--- src/shared/asb_consts.svh ---
`ifndef ASB_CONSTS_SVH
`define ASB_CONSTS_SVH

// ==========================================================
// Register byte offsets
`define ASB_OFF_CTRL     12'h000
`define ASB_OFF_MUX      12'h004
`define ASB_OFF_SCAN     12'h008
`define ASB_OFF_STATUS   12'h00C
`define ASB_OFF_MASK     12'h010
`define ASB_OFF_FLAG     12'h014
`define ASB_OFF_RES_BASE 12'h040
`define ASB_OFF_RES_TOP  12'h07C

// ==========================================================
// Control register fields
`define ASB_CTRL_ALTERNATE_INPUT_SEL    0
`define ASB_CTRL_BUFFER_SPLIT_MODE    1
`define ASB_CTRL_ENABLE  2
`define ASB_CTRL_SAMPLES_PER_IRQ_LO 3
`define ASB_CTRL_SAMPLES_PER_IRQ_HI 6
`define ASB_CTRL_FILL_HALF_STATUS    7
`define ASB_CTRL_SCAN    10

// Mux register fields
`define ASB_MUX_APOS_LO  16
`define ASB_MUX_APOS_HI  19
`define ASB_MUX_ANEG     23
`define ASB_MUX_BPOS_LO  24
`define ASB_MUX_BPOS_HI  27
`define ASB_MUX_BNEG     31

// Status bits
`define ASB_ST_SEQ       0
`define ASB_ST_SAMPLE    1

// Buffer geometry
`define ASB_HALF_BASE    4'h8
`define ASB_SLOT_ZERO    4'h0

`endif

--- src/shared/asb_pkg.sv ---
package asb_pkg;

    typedef enum logic [1:0] {
        ASB_IDLE = 2'b00,
        ASB_REQ  = 2'b01,
        ASB_WAIT = 2'b11
    } asb_state_t;

    // Request to the sample-and-hold and converter core
    typedef struct packed {
        logic       start;
        logic [3:0] pos_ch;
        logic       neg_is_ref;
        logic [3:0] neg_ch;
    } asb_conv_req_t;

    typedef struct packed {
        logic        psel;
        logic        penable;
        logic        pwrite;
        logic [11:0] paddr;
        logic [31:0] pwdata;
    } asb_apb_req_t;

    typedef struct packed {
        logic        pready;
        logic        pslverr;
        logic [31:0] prdata;
    } asb_apb_rsp_t;

endpackage
--- src/core/asb_sequencer.sv ---
// The register offsets and the APB register port were chosen for this implementation.
`timescale 1ns/1ns
`default_nettype none
`include "asb_consts.svh"
// Behaviour
// (RULE1) Sixteen-sample code raises interrupt only after the sixteenth result.
// (RULE2) Split bit clear: one sixteen-word buffer filled from slot zero.
// (RULE3) Alternate bit clear: every sample uses mux A selection.
// (RULE4) Mux A negative bit clear selects negative reference for mux A.
// (RULE5) Scan enable takes mux A positive input from the scan bitmap.
// (RULE6) Scan listed inputs ascending, each result to next slot, repeat.
// (RULE7) Single buffer: pointer returns to slot zero after each interrupt.
// (RULE8) Split bit set: two eight-word halves filled on alternate interrupts.
// (RULE9) Split bit changes nothing else in selection, scan or counting.
// (RULE10) Dual mode: first sequence from slot 0, next from slot 8, alternating.
// (RULE11) Fill-half status bit toggles after every interrupt.
// (RULE12) Three-sample code raises interrupt after every third sample.
// (RULE13) Software sets scanned inputs analog in pin configuration first.
// (RULE14) Interrupt flag set at each point, held until software clears it.

module asb_sequencer (
    // Clock and reset
    input  wire logic                  clock_in,
    input  wire logic                  rst_in,
    // APB slave
    input  wire asb_pkg::asb_apb_req_t apb_in,
    output var  asb_pkg::asb_apb_rsp_t apb_out,
    // Converter core
    output var  asb_pkg::asb_conv_req_t conv_out,
    input  wire logic                  conv_done_in,
    input  wire logic [15:0]           conv_result_in,
    // Interrupt
    output var  logic                  irq_out
);
    import asb_pkg::*;

    // ==========================================================
    // State
    typedef struct packed {
        asb_state_t     st;
        logic [31:0]    ctrl;
        logic [31:0]    mux;
        logic [15:0]    scan_list;
        logic [1:0]     status;
        logic [1:0]     mask;
        logic           flag;
        logic [3:0]     wptr;
        logic [3:0]     smp_cnt;
        logic [3:0]     scan_pos;
        logic           alt_b;
        logic           fill_half_status;
        logic [15:0][15:0] buf_mem;
        asb_apb_rsp_t   apb;
        asb_conv_req_t  conv;
        logic           irq;
    } asb_state_all_t;

    asb_state_all_t s_q;
    asb_state_all_t s_d;

    // Next listed channel at or above a start point, wrapping
    function automatic logic [3:0] next_scan(input logic [15:0] list,
                                             input logic [3:0]  from);
        logic [3:0] idx;
        next_scan = from;
        for (int i = 15; i >= 0; i--) begin
            idx = 4'(from + 4'(i));
            if (list[idx]) begin
                next_scan = idx;
            end
        end
    endfunction

    function automatic logic hit(input logic [11:0] a, input logic [11:0] off);
        hit = (a == off);
    endfunction

    logic       apb_acc;
    logic       apb_wr;
    logic       apb_rd;
    logic       sample_evt;
    logic       seq_evt;
    logic [3:0] samples_per_irq;
    logic       res_hit;
    logic [3:0] res_idx;

    // ==========================================================
    // Next state
    always_comb begin
        s_d = s_q;
        apb_acc    = apb_in.psel && apb_in.penable && !s_q.apb.pready;
        apb_wr     = apb_acc && apb_in.pwrite;
        apb_rd     = apb_acc && !apb_in.pwrite;
        samples_per_irq       = s_q.ctrl[`ASB_CTRL_SAMPLES_PER_IRQ_HI:`ASB_CTRL_SAMPLES_PER_IRQ_LO];
        sample_evt = 1'b0;
        seq_evt    = 1'b0;
        res_hit    = (apb_in.paddr >= `ASB_OFF_RES_BASE) &&
                     (apb_in.paddr <= `ASB_OFF_RES_TOP) && (apb_in.paddr[1:0] == 2'b00);
        res_idx    = apb_in.paddr[5:2];

        s_d.conv.start = 1'b0;
        s_d.apb.pready = 1'b0;
        s_d.apb.pslverr = 1'b0;
        s_d.apb.prdata = 32'h0000_0000;

        // Conversion sequencing
        case (s_q.st)
            ASB_IDLE: begin
                if (s_q.ctrl[`ASB_CTRL_ENABLE]) begin
                    s_d.st = ASB_REQ;
                end
            end
            ASB_REQ: begin
                s_d.conv.start = 1'b1;
                if (s_q.ctrl[`ASB_CTRL_ALTERNATE_INPUT_SEL] && s_q.alt_b) begin
                    s_d.conv.pos_ch     = s_q.mux[`ASB_MUX_BPOS_HI:`ASB_MUX_BPOS_LO];
                    s_d.conv.neg_is_ref = !s_q.mux[`ASB_MUX_BNEG];
                end else begin
                    // Mux A whenever alternation is off
                    s_d.conv.neg_is_ref = !s_q.mux[`ASB_MUX_ANEG]; // (RULE3) (RULE4)
                    if (s_q.ctrl[`ASB_CTRL_SCAN]) begin
                        s_d.conv.pos_ch = next_scan(s_q.scan_list, s_q.scan_pos); // (RULE5)
                    end else begin
                        s_d.conv.pos_ch = s_q.mux[`ASB_MUX_APOS_HI:`ASB_MUX_APOS_LO];
                    end
                end
                s_d.conv.neg_ch = 4'h1;
                s_d.st = ASB_WAIT;
            end
            ASB_WAIT: begin
                if (conv_done_in) begin
                    // Drop a late result after disable: it would skew the rearmed sequence
                    sample_evt = s_q.ctrl[`ASB_CTRL_ENABLE];
                    s_d.st = s_q.ctrl[`ASB_CTRL_ENABLE] ? ASB_REQ : ASB_IDLE;
                end
            end
            default: s_d.st = ASB_IDLE;
        endcase

        if (sample_evt) begin
            // Next slot; split bit only affects addressing
            s_d.buf_mem[s_q.wptr] = conv_result_in; // (RULE6) (RULE9)
            s_d.wptr = 4'(s_q.wptr + 4'h1); // (RULE2)
            if (!(s_q.ctrl[`ASB_CTRL_ALTERNATE_INPUT_SEL] && s_q.alt_b) && s_q.ctrl[`ASB_CTRL_SCAN]) begin
                s_d.scan_pos = 4'(s_d.conv.pos_ch + 4'h1); // (RULE6)
            end
            s_d.alt_b = s_q.ctrl[`ASB_CTRL_ALTERNATE_INPUT_SEL] ? !s_q.alt_b : 1'b0;
            // Count n+1 samples for code n: 0010 gives 3, 1111 gives 16
            if (s_q.smp_cnt >= samples_per_irq) begin // (RULE1) (RULE12)
                seq_evt = 1'b1;
                s_d.smp_cnt = 4'h0;
            end else begin
                s_d.smp_cnt = 4'(s_q.smp_cnt + 4'h1);
            end
        end

        if (seq_evt) begin
            s_d.fill_half_status = !s_q.fill_half_status; // (RULE11)
            if (s_q.ctrl[`ASB_CTRL_BUFFER_SPLIT_MODE]) begin
                s_d.wptr = s_q.fill_half_status ? `ASB_SLOT_ZERO : `ASB_HALF_BASE; // (RULE8) (RULE10)
            end else begin
                s_d.wptr = `ASB_SLOT_ZERO; // (RULE7)
            end
        end

        // APB writes
        if (apb_wr) begin
            if (hit(apb_in.paddr, `ASB_OFF_CTRL)) begin
                s_d.ctrl = apb_in.pwdata;
                s_d.ctrl[`ASB_CTRL_FILL_HALF_STATUS] = 1'b0;
                if (!apb_in.pwdata[`ASB_CTRL_ENABLE]) begin
                    // Disabling rearms the sequence at slot zero
                    s_d.wptr = `ASB_SLOT_ZERO;
                    s_d.smp_cnt = 4'h0;
                    s_d.fill_half_status = 1'b0;
                    s_d.scan_pos = 4'h0;
                    s_d.alt_b = 1'b0;
                end
            end else if (hit(apb_in.paddr, `ASB_OFF_MUX)) begin
                s_d.mux = apb_in.pwdata;
            end else if (hit(apb_in.paddr, `ASB_OFF_SCAN)) begin
                s_d.scan_list = apb_in.pwdata[15:0];
            end else if (hit(apb_in.paddr, `ASB_OFF_MASK)) begin
                s_d.mask = apb_in.pwdata[1:0];
            end else if (hit(apb_in.paddr, `ASB_OFF_FLAG)) begin
                if (apb_in.pwdata[0]) begin
                    s_d.flag = 1'b0;
                end
            end else if (!hit(apb_in.paddr, `ASB_OFF_STATUS) && !res_hit) begin
                s_d.apb.pslverr = 1'b1;
            end else if (res_hit) begin
                s_d.apb.pslverr = 1'b1;
            end
        end

        // APB reads
        if (apb_rd) begin
            if (hit(apb_in.paddr, `ASB_OFF_CTRL)) begin
                s_d.apb.prdata = s_q.ctrl;
                s_d.apb.prdata[`ASB_CTRL_FILL_HALF_STATUS] = s_q.fill_half_status; // (RULE11)
            end else if (hit(apb_in.paddr, `ASB_OFF_MUX)) begin
                s_d.apb.prdata = s_q.mux;
            end else if (hit(apb_in.paddr, `ASB_OFF_SCAN)) begin
                s_d.apb.prdata = {16'h0000, s_q.scan_list};
            end else if (hit(apb_in.paddr, `ASB_OFF_STATUS)) begin
                s_d.apb.prdata = {30'h0000_0000, s_q.status};
                s_d.status = 2'b00;
            end else if (hit(apb_in.paddr, `ASB_OFF_MASK)) begin
                s_d.apb.prdata = {30'h0000_0000, s_q.mask};
            end else if (hit(apb_in.paddr, `ASB_OFF_FLAG)) begin
                s_d.apb.prdata = {31'h0000_0000, s_q.flag};
            end else if (res_hit) begin
                // Results stay readable until overwritten
                s_d.apb.prdata = {16'h0000, s_q.buf_mem[res_idx]}; // (RULE14)
            end else begin
                s_d.apb.pslverr = 1'b1;
            end
        end
        if (apb_acc) begin
            s_d.apb.pready = 1'b1;
        end

        // Set wins over clear
        if (seq_evt) begin
            s_d.flag = 1'b1; // (RULE14)
            s_d.status[`ASB_ST_SEQ] = 1'b1;
        end
        if (sample_evt) begin
            s_d.status[`ASB_ST_SAMPLE] = 1'b1;
        end
        s_d.irq = |(s_d.status & s_d.mask);
    end

    // ==========================================================
    // Registers
    always_ff @(posedge clock_in) begin
        if (rst_in) begin
            s_q <= '0;
        end else begin
            s_q <= s_d;
        end
    end

    assign apb_out  = s_q.apb;
    assign conv_out = s_q.conv;
    assign irq_out  = s_q.irq;

endmodule
`default_nettype wire

--- config.mk ---
export PLATFORM = sky130hd
export DESIGN_NAME = asb_sequencer
export DESIGN_NICKNAME = d
export VERILOG_FILES = /design/src/shared/asb_pkg.sv /design/src/core/asb_sequencer.sv
export VERILOG_INCLUDE_DIRS = /design/src /design/src/shared
export SDC_FILE = /design/constraint.sdc
export NUM_CORES = 1
export LEC_CHECK = 0
export ABC_AREA = 1
export BUFFER_PORTS_ARGS = -buffer_cell sky130_fd_sc_hd__buf_2
export CORE_ASPECT_RATIO = 0.8
export CORE_MARGIN = 2
export CORE_UTILIZATION = 35
export CTS_CLUSTER_DIAMETER = 150
export DETAILED_ROUTE_END_ITERATION = 16
export GPL_ROUTABILITY_DRIVEN = 0
export PLACE_DENSITY_LB_ADDON = 0.2
export SYNTH_ARGS = -nofsm -noshare
export SYNTH_HDL_FRONTEND = slang
export SYNTH_SLANG_ARGS = --single-unit
--- constraint.sdc ---
create_clock -name clock_in -period 5.3 [get_ports clock_in]
set_input_delay 0.53 -clock clock_in [delete_from_list [all_inputs] [get_ports clock_in]]
set_output_delay 0.53 -clock clock_in [all_outputs]
set_load 0.05 [all_outputs]
Word level (Yosys, flattened, before mapping):

Cells that the tools add are included.
Widths: inputs -> output; s select.

* add/sub/neg operators: 18
* order comparisons: 22
* eq/ne operators: 13
* muxes and demuxes: 114
* bitwise logic cells: 4
* reductions and logical operators: 32

Operators with widths (number)
* $bwmux 256: 1
* $mux 16: 7
* $lt 4x5->1 const B: 18
* $mux 4: 22
* $bmux 1 s4: 16
* $bmux 16 s4: 1
* $demux 16 s4: 1
* $mux 32: 2
* $mux 1: 45
* $mux 33: 1
* $add 4x4->4 const B: 8
* $mux 14: 2
* $eq 12x4->1 const B: 2
* $eq 12x5->1 const B: 2
* $mux 17: 1
* $add 4x1->4 const B: 4
* $add 4x3->4 const B: 4
* $mux 2: 8
* $mux 13: 1
* $eq 12x3->1 const B: 1
* $ge 12x7->1 const B: 1
* $le 12x7->1 const B: 1
* $logic_not 12->1: 1
* $ne 2x2->1 const B: 6
* 20 further kinds: 47

* register bits: 398
* output and inout port bits: 45
* logic and storage cells: 239

Depth between registers and ports, before layout:

* depth in word-level cells: 31
* mapped depth: 36

Least setup slack after synthesis:

No wires, ideal clock.

* path kind: reg2reg
* start: register s_q[304] (netlist bit)
* end: register s_q[304] (netlist bit)
* arrival: 3.057 ns
* setup slack: 2.099 ns
* cell stages (with the launch flop): 33
* clock period less this slack: 3.201 ns
* path through: dfxtp_1 inv_2 buf_2 ha_1 inv_2 buf_2 nand3_1 nand2_1 o21ai_1 nand2_1 nand2_1 inv_1 nand2_1 nand2_1 nand2_1 nand2_1 nand2_1 nand2_1 nand2_1 nand2_1 nand2_1 nand2_1 nand2_1 nand2_1 nand2_1 nand3_1 nand2_1 nand2_1 nand2_2 inv_1 ha_1 nor2_1 a211oi_1

RTL lines
* start: declaration: RTL line asb_sequencer.sv:58 `asb_state_all_t s_q;`
* start signal: assignment: RTL line asb_sequencer.sv:238 `s_q <= '0;`
* start signal: assignment: RTL line asb_sequencer.sv:240 `s_q <= s_d;`

==> results.tsv <==
stage	metric	value	unit
floorplan	CORE AREA	49700	um2
grt	gr usage total	22.2	%
clocking	CTS tree	done	
hold_path	hold path startpoint	apb_in[7]	
worst_setup_path	worst reg2reg setup slack	990	ps
worst_setup_path	crit path launch type	flop	
clocking	hold-fix buffers at CTS	0	
clocking	clk_lat worst skew	580	ps
worst_setup_path	critical-path maximum fanout	18	
yosys	Synth top area share	45.2	%
yosys	cell area after synthesis	17600	um2
worst_setup_path	worst path required time	5790	ps
cells_and_area	Non-Filler Instances	3017	
floorplan	Rows	73	
clocking	Clock transition at path regs	60	ps
clocking	TritonCTS buffer count	42	
power_and_ir_drop	Worst VDD drop	194	uV
floorplan	# IOs	111	
clocking	depth of the CTS H-tree	2	
clocking	Root Buffer	clkbuf_16	
worst_setup_path	Reg2Reg Depth	30	
place	placed insts	2942	
floorplan	die height	205	um
timing	final period utilization	81.4	%
power_and_ir_drop	Total Power	6.25	mW
run_status	outcome	complete, no violations	
yosys	Synthesis Warnings	0	
yosys	ys async rst share	0	%
routing	routed via count	16400	
worst_setup_path	CP max stage cell	dfxtp_1	
clocking	post-CTS setup buffer count	0	
timing	max-slew violations	0	
worst_setup_path	critical path's top delay family	simple AND/OR/NAND/NOR gates	
floorplan	die width	255	um
yosys	Seq/Total Area, Yosys	45.2	%
yosys	Distinct cells, synth	49	
worst_setup_path	RR Startpoint	s_q[304]$_SDFF_PP0_	
place	dpl cell area	18400	um2
hold_path	Hold WC Path Type	in -> reg	
timing	Hold WS	215	ps
grt	global route overflow	0	
timing	Setup Viol. Count Final	0	
power_and_ir_drop	P per Cell Area	316	nW/um2
grt	largest net degree at the start of global routing	267	
place	dpl ws	1120	ps
yosys	number of synthesized flops with an enable pin	0	
worst_setup_path	crit path DAT	4810	ps
floorplan	die area	52200	um2
cells_and_area	fin util	39.8	%
clocking	CTS sink cnt	398	
yosys	most frequent cell after synthesis	dfxtp_1	
hold_path	Hold Path Cell Cnt	3	
routing	DR WL/cell	19.4	um
timing	skew final	33.6	ps
timing	setup TNS	0	ps
worst_setup_path	crit path kind	reg -> reg	
timing	Final Hold Vio Count	0	
yosys	mean post-synth cell area	7.53	um2
timing	Fmax achieved	0.232	GHz
place	IO buf count	107	
clocking	cts repair resizes	0	
cells_and_area	fraction of layout cells with a size suffix above 1	11.7	%
worst_setup_path	Critical path buffers and inverters	4	
cells_and_area	design area	19800	um2
worst_setup_path	crit path launch	s_q[304]$_SDFF_PP0_	
worst_setup_path	Crit. End Element	flop	
hold_path	WHS Endpoint	s_q[327]$_SDFFE_PP0P_	
yosys	Synth area leader	dfxtp_1	
power_and_ir_drop	P_leak	7.63	nW
timing	worst setup margin	985	ps
yosys	commonest cells in the netlist	dfxtp_1, a21oi_1, o21ai_0	
worst_setup_path	most frequent CP cell	nand2_1	
place	DP HPWL	37.3	mm
job	number of max-cap violations	0	
routing	post-route ant nets	0	
cells_and_area	Area Overhead vs Synth	12.1	%
timing	post-layout min period	4310	ps
grt	initial antenna violation count	1	
yosys	Main synth FF type	dfxtp_1	
clocking	CTS max path bufs	3	
routing	DR DRC count	0	
grt	vias in the first global route	15500	
timing	measured slew at the worst slew-check pin	1260	ps
yosys	Synth area leaders	dfxtp_1, a21oi_1, o21ai_0	
routing	DR pass1 iterations	6	
timing	unrepaired setup endpoints after global routing	false	
worst_setup_path	Critical R2R Capture	s_q[304]$_SDFF_PP0_	
cells_and_area	layout net count	2394	
routing	initial DRC count	1565	
yosys	Post-Syn Instances	2341	
worst_setup_path	Crit path largest cell delay	720	ps
timing	Slew headroom	16.0	%
grt	first-pass GRT wire length	91.0	mm
routing	Post-Route WL	58.4	mm
floorplan	starting density of the core	35.5	%
routing	Via density	5.45	
yosys	register bit total from synthesis	398	
worst min-delay path: stages:
cell and delay, ps:
buf_2 70, inv_1 40, a21oi_1 100
worst max-delay path by stage:
stage | cells after the start | slack [ps] | to
final | 30 | 990 | s_q[304]$_SDFF_PP0_
after global routing | 32 | 550 | s_q[305]$_SDFF_PP0_
after CTS | 32 | 1100 | s_q[304]$_SDFF_PP0_
after detailed placement | 32 | 1120 | s_q[304]$_SDFF_PP0_
after global placement | 32 | 1210 | s_q[305]$_SDFF_PP0_
after floorplan | 32 | 2100 | s_q[304]$_SDFF_PP0_
area by class of cell:
| type | count | area, um2 |
|---|---|---|
| Fill cell | 5118 | 29900 |
| Sequential cell | 398 | 7970 |
| Multi-Input combinational cell | 1486 | 7810 |
| Clock buffer | 59 | 1200 |
| Inverter | 236 | 893 |
| Timing Repair Buffer | 147 | 873 |
| Tap cell | 675 | 845 |
| Clock inverter | 15 | 169 |
| Antenna cell | 1 | 2.50 |
placed cells by master (no fill, tap or decap), types with 3 or more instances in the layout:
cell       Yosys  routed
nor2_1        87      75
clkbuf_16      0      42
nand2_1      243     240
o21ai_1        6       6
conb_1         1       3
buf_2          5     107
a22oi_1        5       5
nor3_2         0       4
inv_2         10      10
nand2_4        3       3
dfxtp_1      398     398
a21oi_1      395     395
inv_1        225     223
clkbuf_1     158       8
o311ai_0      12      12
or2_2          4       4
clkinv_2       0       9
nand4_1       18      18
ha_1          17      17
o211ai_1      17      17
buf_4         46      37
nor3_1        43      39
clkbuf_8       0       9
o2111ai_1      6       6
buf_12         0       3
o22ai_1       95      95
a211oi_1      19      19
a221oi_1      28      28
o21ai_0      369     369
nand2_2       10      13
nor2_2         3      13
xor2_2         3       3
nand3_1       75      75
registers in the layout, indices dropped and copies added (netlist names):
name / cells
irq_out: 1
apb_out: 34
s_q: 356
conv_out: 7
per-layer routing:
| layer | up-vias | routed length (um) | track usage [%] |
|---|---|---|---|
| met5 | - | 0 | 0 |
| met3 | 99 | 4070 | 3.48 |
| met4 | 0 | 1160 | 6.10 |
| met2 | 568 | 25400 | 34.2 |
| met1 | 7790 | 27800 | 32.0 |
| li1 | 7974 | - | - |
report_power, final:
group          leakage [nW]  internal, mW  switching [mW]
Sequential             3.20          2.99        0.000450
Combinational          3.74        0.0817           0.222
Clock                 0.682          1.69            1.26
cells by family after synthesis:
family / count (synthesis) / share of synthesized area (%)
fa+ha+maj: 17 / 1.21
compound gates: 968 / 30.0
buf+inv: 459 / 11.0
flops: 398 / 45.2
xor+xnor: 7 / 0.582
other cells: 1 / 0.0213
simple gates: 491 / 12.1
No activity file was read; power rests on OpenSTA's default activity.
